$ cat src/design/mt8_pkg.sv
/*
  Shared constants and types for the 8-bit modulo timer: register
  offsets, field positions, reset values, clock-source codes, state.
  Assumes a 32-bit APB slave with word-aligned registers.
*/
package mt8_pkg;

  // Register byte offsets
  localparam int ADDR_W = 12;
  localparam logic [11:0] OFS_SC = 12'h000;
  localparam logic [11:0] OFS_CLK = 12'h004;
  localparam logic [11:0] OFS_CNT = 12'h008;
  localparam logic [11:0] OFS_WRAP = 12'h00C;
  localparam logic [11:0] OFS_GATE = 12'h010;

  // Field positions
  localparam int SC_OVF = 7;
  localparam int SC_IRQ_EN = 6;
  localparam int SC_TRST = 5;
  localparam int SC_HALT = 4;
  localparam int CLK_SRC_LSB = 4;
  localparam int GATE_EN = 0;

  // Prescale code that saturates the divider
  localparam logic [3:0] PSC_MAX = 4'h8;
  localparam logic [7:0] CNT_FULL = 8'hFF;

  // Reset values
  localparam logic [7:0] RST_CNT = 8'h00;
  localparam logic [7:0] RST_WRAP = 8'h00;
  localparam logic [3:0] RST_PSC = 4'h0;
  localparam logic RST_HALT = 1'b1;
  localparam logic RST_IRQ_EN = 1'b0;
  localparam logic RST_GATE = 1'b0;

  // Clock source codes in register order
  typedef enum logic [1:0] {SRC_BUS, SRC_FIXED, SRC_EXT_FALL, SRC_EXT_RISE} mt8_src_type;

  // Chip power and debug mode indications
  typedef struct packed {
    logic stop;
    logic debug;
    logic wake_rst;
  } mt8_mode_type;

  // Whole state of the timer top
  typedef struct packed {
    logic [7:0] cnt;
    logic [7:0] wrap;
    logic flag;
    logic irq_en;
    logic halt;
    logic arm;
    mt8_src_type src;
    logic [3:0] psc_sel;
    logic gate;
    logic irq;
    logic [31:0] rdata;
  } mt8_st_type;

  localparam mt8_st_type ST_RST = '{cnt: RST_CNT, wrap: RST_WRAP, flag: 1'b0,
    irq_en: RST_IRQ_EN, halt: RST_HALT, arm: 1'b0, src: SRC_BUS, psc_sel: RST_PSC,
    gate: RST_GATE, irq: 1'b0, rdata: 32'h0000_0000};

  // Prescaler state
  typedef struct packed {
    logic [7:0] cnt;
  } mt8_psc_type;

  // Edge detector state
  typedef struct packed {
    logic s1;
    logic s2;
    logic s3;
  } mt8_edge_type;

endpackage

$ cat src/design/mt8_edge.sv
/*
  Two-flop synchroniser with edge detection for a pin or foreign clock.
  Assumes the input toggles no faster than a quarter of the bus clock.
*/
`timescale 1ns/1ps
module mt8_edge (
  input wire logic clk,
  input wire logic rst_n,
  input wire logic pin,
  output logic rise,
  output logic fall
);
  mt8_pkg::mt8_edge_type q, d;

  // Shift chain; only the second stage reads the first
  always_comb begin
    d = q;
    d.s1 = pin;
    d.s2 = q.s1;
    d.s3 = q.s2;
  end

  always_ff @(posedge clk or negedge rst_n) begin
    if (!rst_n) begin
      q <= '0;
    end else begin
      q <= d;
    end
  end

  // One-cycle pulses from stages two and three
  assign rise = q.s2 & ~q.s3;
  assign fall = ~q.s2 & q.s3;
endmodule

$ cat src/design/mt8_psc.sv
/*
  Power-of-two prescaler for the selected timer source.
  Assumes src_tick is a one-cycle enable on the bus clock.
*/
`timescale 1ns/1ps
module mt8_psc (
  input wire logic clk,
  input wire logic rst_n,
  input wire logic clr,
  input wire logic run,
  input wire logic src_tick,
  input wire logic [3:0] psc_sel,
  output logic tick
);
  mt8_pkg::mt8_psc_type q, d;
  logic [7:0] mask;

  // Mask of low divider bits; codes above eight divide by 256
  always_comb begin
    if (psc_sel >= mt8_pkg::PSC_MAX) begin
      mask = mt8_pkg::CNT_FULL;
    end else begin
      mask = 8'((9'h001 << psc_sel) - 9'h001);
    end
  end

  // Divider advances on source ticks; ratio change keeps the count
  always_comb begin
    d = q;
    if (clr) begin
      d.cnt = 8'h00;
    end else if (run && src_tick) begin
      d.cnt = q.cnt + 8'h01;
    end
  end

  always_ff @(posedge clk or negedge rst_n) begin
    if (!rst_n) begin
      q <= '0;
    end else begin
      q <= d;
    end
  end

  assign tick = run & src_tick & ~clr & ((q.cnt & mask) == mask);
endmodule

$ cat src/design/mt8_timer.sv
/*
  8-bit modulo timer with APB register access, source select,
  prescaler, overflow flag and interrupt, and power mode handling.
  Assumes APB master on SYS_CLK and mode inputs from the same clock.
*/
// The APB register port and the register offsets were chosen for this implementation.
// Notes on behaviour
// - Overflow flag sets on wrap to zero
// - Flag clears by status read then zero write
// - Counter clear or wrap write clears flag
// - Interrupt while flag and enable set
// - Clear bit zeroes count, reads zero
// - Halt bit freezes count; reset sets halt
// - Unused status and config bits read zero
// - Source field picks bus, fixed, tick edges
// - Source change keeps the count
// - Prescale divides by power of two, max 256
// - Prescale change keeps the count
// - Reset selects bus clock divided by one
// - Count register read-only, resets to zero
// - Wrap zero runs counter free
// - Wrap write stores, zeroes count, clears flag
// - Wait mode keeps an enabled timer counting
// - Stop mode disables counting, never wakes
// - Stop exit by reset restores reset state, gating bit kept
// - Debug suspends counting, resumes from held value
// - External tick synchronised, at most quarter rate
// - Chip gating bit enables timer, reset off
// - Count increments per tick, rolls after wrap
// - Overflow during clear sequence keeps flag set
`timescale 1ns/1ps
module mt8_timer #(
  parameter int ADDR_W = mt8_pkg::ADDR_W
) (
  input wire logic SYS_CLK,
  input wire logic RST_N,
  input wire logic PSEL,
  input wire logic PENABLE,
  input wire logic PWRITE,
  input wire logic [ADDR_W-1:0] PADDR,
  input wire logic [31:0] PWDATA,
  output logic [31:0] PRDATA,
  output logic PREADY,
  output logic PSLVERR,
  input wire logic EXTERNAL_TICK_INPUT,
  input wire logic FIXED_FREQUENCY_CLOCK,
  input wire mt8_pkg::mt8_mode_type CHIP_MODE,
  output logic TIMER_IRQ
);
  mt8_pkg::mt8_st_type q, d;
  logic ext_rise, ext_fall, fix_rise;
  logic setup, acc_wr, acc_rd;
  logic hit_sc, hit_clk, hit_cnt, hit_wrap, hit_gate, hit_any;
  logic trst_wr, wrap_wr, sw_clr, cnt_clr;
  logic active, src_tick, psc_tick, ovf;
  logic [7:0] top;
  logic [7:0] rd_byte;
  logic [1:0] src_field;

  // Pin and fixed clock pass two flops before edge detection
  mt8_edge u_ext (
    .clk(SYS_CLK),
    .rst_n(RST_N),
    .pin(EXTERNAL_TICK_INPUT),
    .rise(ext_rise),
    .fall(ext_fall)
  );

  mt8_edge u_fix (
    .clk(SYS_CLK),
    .rst_n(RST_N),
    .pin(FIXED_FREQUENCY_CLOCK),
    .rise(fix_rise),
    .fall()
  );

  // APB phase and address decode
  always_comb begin
    setup = PSEL & ~PENABLE;
    acc_wr = PSEL & PENABLE & PWRITE;
    acc_rd = PSEL & PENABLE & ~PWRITE;
    hit_sc = PADDR == ADDR_W'(mt8_pkg::OFS_SC);
    hit_clk = PADDR == ADDR_W'(mt8_pkg::OFS_CLK);
    hit_cnt = PADDR == ADDR_W'(mt8_pkg::OFS_CNT);
    hit_wrap = PADDR == ADDR_W'(mt8_pkg::OFS_WRAP);
    hit_gate = PADDR == ADDR_W'(mt8_pkg::OFS_GATE);
    hit_any = hit_sc | hit_clk | hit_cnt | hit_wrap | hit_gate;
  end

  // Zero-wait slave; unmapped addresses answer with an error
  assign PREADY = 1'b1;
  assign PSLVERR = PSEL & PENABLE & ~hit_any;
  assign PRDATA = q.rdata;
  assign TIMER_IRQ = q.irq;

  // Write side effects; timer registers need the gating bit
  always_comb begin
    trst_wr = acc_wr & hit_sc & q.gate & PWDATA[mt8_pkg::SC_TRST];
    wrap_wr = acc_wr & hit_wrap & q.gate;
    sw_clr = acc_wr & hit_sc & q.gate & q.arm & ~PWDATA[mt8_pkg::SC_OVF];
    cnt_clr = trst_wr | wrap_wr;
  end

  // Source field of a configuration write
  assign src_field = PWDATA[mt8_pkg::CLK_SRC_LSB+1:mt8_pkg::CLK_SRC_LSB];

  // Counting runs only when clocked, not halted, not stopped or debugged
  // Wait mode has no term here, so an enabled timer keeps running
  assign active = q.gate & ~q.halt
    & ~CHIP_MODE.stop & ~CHIP_MODE.debug;

  // Source selection feeding the prescaler
  always_comb begin
    case (q.src)
      mt8_pkg::SRC_BUS: src_tick = 1'b1;
      mt8_pkg::SRC_FIXED: src_tick = fix_rise;
      mt8_pkg::SRC_EXT_FALL: src_tick = ext_fall;
      mt8_pkg::SRC_EXT_RISE: src_tick = ext_rise;
      default: src_tick = 1'b1;
    endcase
  end

  mt8_psc u_psc (
    .clk(SYS_CLK),
    .rst_n(RST_N),
    .clr(cnt_clr),
    .run(active),
    .src_tick(src_tick),
    .psc_sel(q.psc_sel),
    .tick(psc_tick)
  );

  // Wrap point; zero wrap value means full range
  assign top = (q.wrap == 8'h00) ? mt8_pkg::CNT_FULL : q.wrap;
  assign ovf = psc_tick & (q.cnt == top);

  // Read view of the addressed register
  always_comb begin
    rd_byte = 8'h00;
    if (hit_gate) begin
      rd_byte = {7'h00, q.gate};
    end else if (q.gate) begin
      if (hit_sc) begin
        rd_byte = {q.flag, q.irq_en, 1'b0, q.halt, 4'h0};
      end else if (hit_clk) begin
        rd_byte = {2'b00, q.src, q.psc_sel};
      end else if (hit_cnt) begin
        rd_byte = q.cnt;
      end else if (hit_wrap) begin
        rd_byte = q.wrap;
      end
    end
  end

  // Next state of the whole timer
  always_comb begin
    d = q;
    if (setup) begin
      d.rdata = {24'h00_0000, rd_byte};
    end
    // Counter: clear, else step on prescaled tick
    if (cnt_clr) begin
      d.cnt = 8'h00;
    end else if (psc_tick) begin
      d.cnt = ovf ? 8'h00 : q.cnt + 8'h01;
    end
    // Clear sequence armed by a status read with the flag set
    if (acc_rd && hit_sc && q.gate && q.flag) begin
      d.arm = 1'b1;
    end
    // A new overflow or any status write restarts the clear sequence
    if (ovf || (acc_wr && hit_sc) || cnt_clr) begin
      d.arm = 1'b0;
    end
    // Flag: hardware set wins over a software clear
    if (cnt_clr) begin
      d.flag = 1'b0;
    end else if (ovf) begin
      d.flag = 1'b1;
    end else if (sw_clr) begin
      d.flag = 1'b0;
    end
    // Status writes; the clear bit itself is never stored
    if (acc_wr && q.gate && hit_sc) begin
      d.irq_en = PWDATA[mt8_pkg::SC_IRQ_EN];
      d.halt = PWDATA[mt8_pkg::SC_HALT];
    end
    // Source and ratio change leave count and divider alone
    if (acc_wr && q.gate && hit_clk) begin
      d.src = mt8_pkg::mt8_src_type'(src_field);
      d.psc_sel = PWDATA[3:0];
    end
    // Wrap register; its write side effects sit with the counter
    if (wrap_wr) begin
      d.wrap = PWDATA[7:0];
    end
    if (acc_wr && hit_gate) begin
      d.gate = PWDATA[mt8_pkg::GATE_EN];
    end
    // Leaving stop through a reset path restores the reset state, keeping gate and read data
    if (CHIP_MODE.wake_rst) begin
      d = mt8_pkg::ST_RST;
      d.gate = q.gate;
      d.rdata = q.rdata;
    end
    // Registered request follows flag and enable
    d.irq = d.flag & d.irq_en;
  end

  // Reset gives halted, bus clock divided by one, gate off
  always_ff @(posedge SYS_CLK or negedge RST_N) begin
    if (!RST_N) begin
      q <= mt8_pkg::ST_RST;
    end else begin
      q <= d;
    end
  end
endmodule

$ cat config.mk
export PLATFORM = sky130hd
export DESIGN_NAME = mt8_timer
export DESIGN_NICKNAME = d
export VERILOG_FILES = /design/src/design/mt8_pkg.sv /design/src/design/mt8_edge.sv /design/src/design/mt8_psc.sv /design/src/design/mt8_timer.sv
export SDC_FILE = /design/constraint.sdc
export NUM_CORES = 1
export LEC_CHECK = 0
export ABC_AREA = 1
export BUFFER_PORTS_ARGS = -buffer_cell sky130_fd_sc_hd__buf_2
export CAP_MARGIN = 20
export CORE_MARGIN = 8
export CORE_UTILIZATION = 53
export CTS_CLUSTER_DIAMETER = 120
export CTS_CLUSTER_SIZE = 24
export DETAILED_ROUTE_END_ITERATION = 8
export GPL_TIMING_DRIVEN = 0
export PLACE_DENSITY = 0.85
export SYNTH_ARGS = -nofsm -noshare
export SYNTH_HDL_FRONTEND = slang
export SYNTH_HIERARCHICAL = 1
export SYNTH_SLANG_ARGS = --single-unit
$ cat constraint.sdc
create_clock -name SYS_CLK -period 3.3 [get_ports SYS_CLK]
set_input_delay 0.165 -clock SYS_CLK [delete_from_list [all_inputs] [get_ports SYS_CLK]]
set_output_delay 0.165 -clock SYS_CLK [all_outputs]
set_load 0.02 [all_outputs]
==> impl_metrics.csv, run 1 <==
group,metric,value,unit
grt,grt_antenna_before_repair,0,
cells_and_area,final_common_cell,"nand2_1",
clocking,clock_sinks,50,
pwr,peakVddDrop,0.190,mV
clocking,clock_latency,310,ps
cells_and_area,layout_common_cells,"114 x nand2_1, 50 x inv_1, 49 x dfrtp_1",
pwr,p_per_area,320,nW/um^2
route,drt_iter0_markers,204,
synthesis,syn_avg_cell_area,7.34,um^2
floorplanning,io_pins,89,
outcome,outcome,"finished, final reports clean",
sta,fin_crit_sh,92.0,%
route,dr.pass1.iters,5,
pwr,leakagePower,2.13,nW
grt,overflow,0,
clocking,cts_tree,"done",
floorplanning,dieWidth,95.5,um
place,gp_congestion,0.923,
route,detail_route.wl_per_cell,13.1,um
worst_setup_path,timing.rr.start,"q[33]",
synthesis,syn-instance-count,457,
route,antenna_left,0,
worst_setup_path,reg2regPathDepth,17,
floorplanning,start_util,53.7,%
sta,final_max_slew_viol_count,0,
sta,rsz0062_at_grt,"false",
worst_setup_path,worstReg2RegEnd,"q[54]",
flow_run,max_cap_viol_count,0,
route,via_per_inst,5.03,
cells_and_area,antenna_cells,0,
floorplanning,rows,29,
clocking,root_buffer,"clkbuf_8",
worst_setup_path,critPathLaunch,"q[33]",
worst_setup_path,startpoint_type,"flip-flop",
grt,grt_pass1_wl,13100,um
sta,fin_crit,3040,ps
sta,setup_tns,0,ps
sta,hold_violations,0,
sta,maxSlewHeadroom,32.0,%
sta,setup_viol,0,
worst_setup_path,crit_required,3530,ps
grt,track_usage,17.8,%
worst_setup_path,cp_max_fo,8,
route,drc,0,
worst_setup_path,cp_data_arrival_time,3270,ps
worst_setup_path,rrSetupSlack,260,ps
sta,timing.fmax,0.329,GHz
clocking,cts_buffers,5,
grt,grt_pass1_vias,2874,
clocking,hold_buffers,2,
place,post-dp-hpwl,6320,um
pwr,total_power,1.24,mW
synthesis,ys_warn_count,6,
route,routed_wirelength,7980,um
clocking,postCtsSetupBuffers,0,
sta,fin_worst_skew,14.8,ps
synthesis,synthesis.area,3350,um^2
clocking,clockBufferDepth,2,
clocking,cts_max_level,2,
sta,holdWs,120,ps
worst_setup_path,path_class,"flip-flop to flip-flop",
clocking,clk_pin_slew,90,ps
floorplanning,fp.dieH,95.5,um
worst_setup_path,end_kind,"flip-flop",
place,numPortBuffers,39,
sta,worst_slew_pin_slew,1010,ps
floorplanning,die_area,9130,um^2
cells_and_area,areaGrowthSynthToFinish,15.5,%
floorplanning,core,6240,um^2
grt,grt_max_degree,51,
route,vias,3057,
cells_and_area,post-route-util,62.0,%
cells_and_area,layout-drive-gt1-share,26.0,%
worst_setup_path,endpoint,"q[54]",
clocking,cts.repair.resized,0,
cells_and_area,fin_nets,587,
hold_path,hold_class,"input pin to flip-flop",
==> how the worst min path moves through the flow <==
stage	start	to	depth (start not counted)
after floorplan	RST_N	PRDATA[0]	0
after global placement	FIXED_FREQUENCY_CLOCK	u_fix/d[1]	1
after detailed placement	EXTERNAL_TICK_INPUT	u_ext/d[1]	1
after CTS	RST_N	q[46]	1
after global routing	PWDATA[0]	q[33]	3
final	PWDATA[7]	q[51]	3
==> per-stage QoR <==
step | std cells | area [um^2] | setup WS, ps
2_1_floorplan | 480 | 3440 | 916
3_3_place_gp | 596 | 3730 | 408
3_5_place_dp | 596 | 3730 | 316
4_1_cts | 606 | 3840 | 286
5_1_grt | 608 | 3870 | 17.3
6_report | 608 | 3870 | 264
==> per-layer routing <==
layer	share of wire (%)	GRT usage, %
met5	0	0
met4	1.8	5.63
met3	7.0	3.46
met2	50	30.2
met1	41	22.2
==> sequential cells by signal (all words and copies together), names as in the netlist <==
register,count
q,27
PRDATA,8
u_psc/q,8
u_ext/d,2
u_fix/d,2
TIMER_IRQ,1
u_ext/q,1
u_fix/q,1
==> critical path, cell delays in order (launching register included) <==
cell and delay [ps]:
dfrtp_1 520, inv_2 100, nor2_1 180, inv_2 100, o41ai_1 880, nor2_4 100
nand2_2 100, nor2_2 30, nand2_1 80, nor3_2 60, buf_2 180, nand2_1 80
nor2_1 50, nand2_1 110, nor2_4 60, nand2_4 100, nand2_1 90, o21ai_1 140
==> area by class of cell <==
class,count,area [um^2]
buffer,37,267
clock buffer,7,86.3
timing repair buffer,43,245
inverter,70,263
clock inverter,1,5.00
sequential,50,1250
tap,77,96.3
fill,562,2370
multi-input combinational,323,1660
==> power breakdown <==
group	switching, mW	internal, mW	total, mW
Clock	0.204	0.170	0.374
Combinational	0.143	0.0799	0.222
Sequential	0.0133	0.628	0.641
Total	0.360	0.877	1.24
Note: power is estimated with default switching activity, not from simulation.
==> inputs of run 2 (changes only) <==
CORE_MARGIN = default   (was 8)
==> run 2 against run 1 <==
  * Flip-flop and latch count did not move
  * Combinational power barely moved
  * Via count rose by 0.49%
  * Clock power rose by 9.9%
==> impl_metrics.csv, run 2 (same netlist as run 1, synthesis figures left out) <==
group,metric,value,unit
outcome,outcome,"finished, final reports clean",
route,drc,0,
floorplanning,start_util,55.6,%
sta,setup_tns,0,ps
cells_and_area,layout-drive-gt1-share,26.2,%
worst_setup_path,reg2regPathDepth,17,
pwr,peakVddDrop,0.233,mV
grt,grt_pass1_wl,12400,um
clocking,hold_buffers,2,
worst_setup_path,crit_required,3530,ps
clocking,cts.repair.resized,0,
worst_setup_path,crit_chain,"inv_2 -> nor2_1 -> inv_2 -> o41ai_1 -> nor2_4 -> nand2_2 -> nor2_2 -> nand2_1 -> nor3_2 -> buf_2 -> nand2_1 -> nor2_1 -> nand2_1 -> nor2_4 -> nand2_4 -> nand2_1 -> o21ai_1",
grt,track_usage,24.5,%
route,antenna_left,0,
sta,fin_worst_skew,11.0,ps
cells_and_area,final_cell_area,3890,um^2
clocking,clockBufferDepth,2,
cells_and_area,layout_common_cells,"114 x nand2_1, 50 x inv_1, 49 x dfrtp_1",
sta,timing.fmax,0.338,GHz
clocking,root_buffer,"clkbuf_8",
hold_path,min_path_cells,3,
sta,maxSlewHeadroom,34.9,%
route,drt_iter0_markers,222,
cells_and_area,largest_reg_flops,27,
cells_and_area,final_common_cell,"nand2_1",
route,detail_route.wl_per_cell,12.7,um
place,place_area,3730,um^2
sta,hold_violations,0,
sta,worst_slew_pin_slew,964,ps
sta,fin_crit_sh,89.8,%
floorplanning,fp.dieH,81.5,um
cells_and_area,post-route-util,64.5,%
worst_setup_path,cp_max_fo,8,
grt,grt_max_degree,51,
pwr,leakagePower,2.14,nW
clocking,cts_buffers,5,
floorplanning,die_area,6650,um^2
grt,grt_pass1_vias,2760,
floorplanning,core,6030,um^2
clocking,clock_latency,310,ps
worst_setup_path,startpoint_type,"flip-flop",
flow_run,max_cap_viol_count,0,
route,via_per_inst,5.07,
sta,rsz0062_at_grt,"false",
place,numPortBuffers,39,
clocking,clock_sinks,50,
worst_setup_path,cp_slowest_stage_delay,850,ps
cells_and_area,fin_nets,587,
sta,fin_crit,2960,ps
floorplanning,rows,28,
hold_path,hold_class,"input pin to flip-flop",
cells_and_area,layout.cells.non_filler,606,
route,vias,3072,
sta,setup_viol,0,
worst_setup_path,end_kind,"flip-flop",
place,post-place-cells,594,
place,post-dp-hpwl,6000,um
worst_setup_path,cp_common_cell,"nand2_1",
clocking,clk_pin_slew,90,ps
cells_and_area,areaGrowthSynthToFinish,16.0,%
worst_setup_path,cp_data_arrival_time,3200,ps
grt,overflow,0,
sta,final_max_slew_viol_count,0,
place,gp_congestion,0.907,
clocking,postCtsSetupBuffers,0,
route,routed_wirelength,7680,um
cells_and_area,antenna_cells,0,
clocking,cts_max_level,2,
worst_setup_path,crit_slowest_cell,"o41ai_1",
worst_setup_path,path_class,"flip-flop to flip-flop",
pwr,p_per_area,328,nW/um^2
grt,grt_antenna_before_repair,0,
floorplanning,io_pins,89,
floorplanning,dieWidth,81.5,um
clocking,cts_tree,"done",
sta,holdWs,124,ps
cells_and_area,n_fill_cell,551,
cells_and_area,largest-register,"q",
route,dr.pass1.iters,6,
run 2: changes by cell type in the layout (fill, tap and decap cells not counted):
cell,before,now
clkbuf_1,2,1
clkinv_2,1,0
clkbuf_8,6,8
run 2: path summary, 6_finish.rpt:
| check | start | end | slack (ps) |
|---|---|---|---|
| max reg2reg | q[33] | q[54] | 340 |
| min | PWDATA[6] | q[50] | 120 |
| min reg2reg | u_fix/d[1] | u_fix/d[0] | 360 |
| min in group asynchronous | RST_N | u_psc/q[1] | 240 |
| max | q[33] | q[54] | 340 |
| max in group asynchronous | RST_N | q[41] | 2500 |
run 2: critical path: cells and delay by family (launching register included):
kind / cells / cell delay (ps)
AOI/OAI and AO/OA: 2 / 970
and+or+nand+nor: 12 / 990
DFF: 1 / 520
buffers and inverters: 3 / 390
run 2: metal layers:
layer / vias to the layer above / track usage (%) / wire, um
met3: 9 / 4.22 / 429
met1: 1413 / 31.4 / 3400
met4: 0 / 7.68 / 78
li1: 1544 / - / -
met2: 106 / 41.9 / 3770
met5: - / 0 / 0
run 2: stage by stage:
stage          setup slack [ps]  total power [mW]
3_5_place_dp                374             0.867
6_report                    338              1.27
5_1_grt                     135              1.34
3_3_place_gp                406             0.861
2_1_floorplan               916             0.806
4_1_cts                     334              1.28
run 2: power breakdown:
group / switching [mW] / internal [mW] / leakage (nW)
Combinational: 0.142 / 0.0797 / 1.43
Clock: 0.199 / 0.212 / 0.0575
Sequential: 0.0136 / 0.628 / 0.648
Total: 0.355 / 0.919 / 2.14
run 2: final cells by class:
cell class	instances	area [um^2]	area share, %
clock buffer	8	110	2.83
sequential	50	1250	32.2
timing repair buffer	43	245	6.31
buffer	37	267	6.85
multi-input combinational	323	1660	42.6
inverter	70	263	6.76
tap	75	93.8	2.41
==> inputs of run 3 (changes only) <==
CORE_UTILIZATION = 55   (was 53)
CTS_BUF_LIST = sky130_fd_sc_hd__clkbuf_2   (was default)
PLACE_DENSITY = 0.88   (was 0.85)
==> run 3 against run 2 <==
  * Sequential share of layout area decreased by 0.24 points
  * Setup slack got worse by 87 ps
  * Clock power decreased by 3%
  * Non-clock buffer count grew 5
  * Critical path depth stayed put
  * Combinational power increased by 3%
  * Design area up 0.74%
  * Flip-flop and latch count did not move
  * Cell count grew 0.83%
  * Critical endpoint unchanged
  * Largest power group unchanged
==> impl_metrics.csv, run 3 (same netlist as run 1, synthesis figures left out) <==
group,metric,value,unit
outcome,outcome,"finished, final reports clean",
hold_path,hold_class,"input pin to flip-flop",
sta,final_max_slew_viol_count,0,
cells_and_area,layout_common_cells,"114 x nand2_1, 50 x inv_1, 49 x dfrtp_1",
clocking,clk_pin_slew,260,ps
worst_setup_path,crit_required,3670,ps
clocking,postCtsSetupBuffers,0,
pwr,peakVddDrop,0.184,mV
sta,setup_viol,0,
route,antenna_left,0,
floorplanning,dieWidth,80.1,um
floorplanning,io_pins,89,
worst_setup_path,endpoint,"q[54]",
grt,overflow,0,
worst_setup_path,cp_max_fo,8,
route,via_per_inst,5.09,
clocking,cts_tree,"done",
sta,fin_worst_skew,31.1,ps
clocking,cts_buffers,5,
sta,setup_tns,0,ps
grt,grt_max_degree,51,
sta,rsz0062_at_grt,"false",
worst_setup_path,cp_data_arrival_time,3420,ps
floorplanning,rows,28,
place,numPortBuffers,39,
pwr,total_power,1.27,mW
pwr,p_per_area,325,nW/um^2
worst_setup_path,rrSetupSlack,250,ps
cells_and_area,largest-register,"q",
pwr,p_sw_share,28.1,%
place,post-dp-hpwl,5890,um
pwr,clock_power_share,31.4,%
sta,fin_crit,3050,ps
sta,timing.fmax,0.328,GHz
cells_and_area,areaGrowthSynthToFinish,16.8,%
cells_and_area,antenna_cells,0,
worst_setup_path,critPathLaunch,"q[33]",
worst_setup_path,startpoint_type,"flip-flop",
route,dr.pass1.iters,5,
pwr,pwr-share-seq,50.6,%
route,drt_iter0_markers,291,
cells_and_area,fin_nets,592,
cells_and_area,layout-drive-gt1-share,25.7,%
sta,fin_crit_sh,92.4,%
route,vias,3107,
pwr,p_int,0.914,mW
floorplanning,die_area,6410,um^2
worst_setup_path,reg2regPathDepth,17,
clocking,clock_sinks,50,
pwr,leakagePower,2.15,nW
flow_run,max_cap_viol_count,0,
grt,track_usage,25.7,%
worst_setup_path,timing.rr.start,"q[33]",
cells_and_area,largest_reg_flops,27,
route,routed_wirelength,7680,um
sta,holdWs,26.9,ps
sta,hold_violations,0,
place,gp_congestion,0.931,
cells_and_area,final_common_cell,"nand2_1",
route,detail_route.wl_per_cell,12.6,um
grt,grt_pass1_wl,12700,um
route,drc,0,
clocking,root_buffer,"clkbuf_2",
floorplanning,core,5890,um^2
worst_setup_path,path_class,"flip-flop to flip-flop",
grt,grt_pass1_vias,2763,
clocking,clockBufferDepth,2,
pwr,power_switching,0.357,mW
clocking,clock_latency,450,ps
worst_setup_path,worstReg2RegEnd,"q[54]",
worst_setup_path,end_kind,"flip-flop",
floorplanning,start_util,57.0,%
pwr,share_comb_of_total_power,18.0,%
sta,worst_slew_pin_slew,983,ps
clocking,cts_max_level,2,
sta,maxSlewHeadroom,33.6,%
floorplanning,fp.dieH,80.1,um
grt,grt_antenna_before_repair,0,
-- run 3: power groups by stage --
stage	logic [mW]	registers [mW]	clock network, mW
6_report	0.229	0.643	0.400
5_1_grt	0.255	0.645	0.426
4_1_cts	0.224	0.643	0.410
3_5_place_dp	0.215	0.653	0
3_3_place_gp	0.209	0.652	0
2_1_floorplan	0.156	0.650	0
-- run 3: cell type report --
cell class                 count  area [um^2]
clock buffer                   5         25.0
buffer                        37          267
sequential                    50         1250
fill                         503         1970
tap                           75         93.8
clock inverter                 3         63.8
inverter                      70          263
timing repair buffer          48          295
multi-input combinational    323         1660
-- run 3: worst min-delay path by stage --
| stage | start | to | cells past startpoint |
|---|---|---|---|
| after global routing | PWDATA[3] | q[37] | 5 |
| after CTS | PWDATA[3] | q[37] | 5 |
| after floorplan | RST_N | PRDATA[0] | 0 |
| after global placement | EXTERNAL_TICK_INPUT | u_ext/d[1] | 1 |
| after detailed placement | FIXED_FREQUENCY_CLOCK | u_fix/d[1] | 1 |
| final | PWDATA[3] | q[37] | 5 |
-- run 3: critical path, stage by stage (launching register included) --
cell	delay [ps]
dfrtp_1	560
inv_2	100
nor2_1	180
inv_2	110
o41ai_1	870
nor2_4	100
nand2_2	90
nor2_2	30
nand2_1	80
nor3_2	70
buf_2	180
nand2_1	80
nor2_1	40
nand2_1	100
nor2_4	50
nand2_4	100
nand2_1	100
o21ai_1	140
-- run 3: repair_timing --
action,CTS,global route
hold buffers,8,0
hold endpoints to repair,56,0
gates resized for setup,0,0
-- run 3: per-stage QoR --
stage | util, % | instance area (um^2) | instances | setup slack (ps)
floorplan | - | 3440 | 480 | 916
global placement | 63.4 | 3730 | 594 | 412
detailed placement | 63.4 | 3730 | 594 | 327
CTS | 66.2 | 3900 | 610 | 288
global route | 66.6 | 3920 | 611 | 82.0
finish | 66.6 | 3920 | 611 | 251
-- run 3: routing by layer --
layer  share of wire, %  global-route usage [%]  up-vias
met3                6.8                    4.20       11
met5                  0                       0        -
met1                 43                    34.3     1431
met4                1.1                    6.25        0
li1                   -                       -     1555
met2                 49                    43.2      110
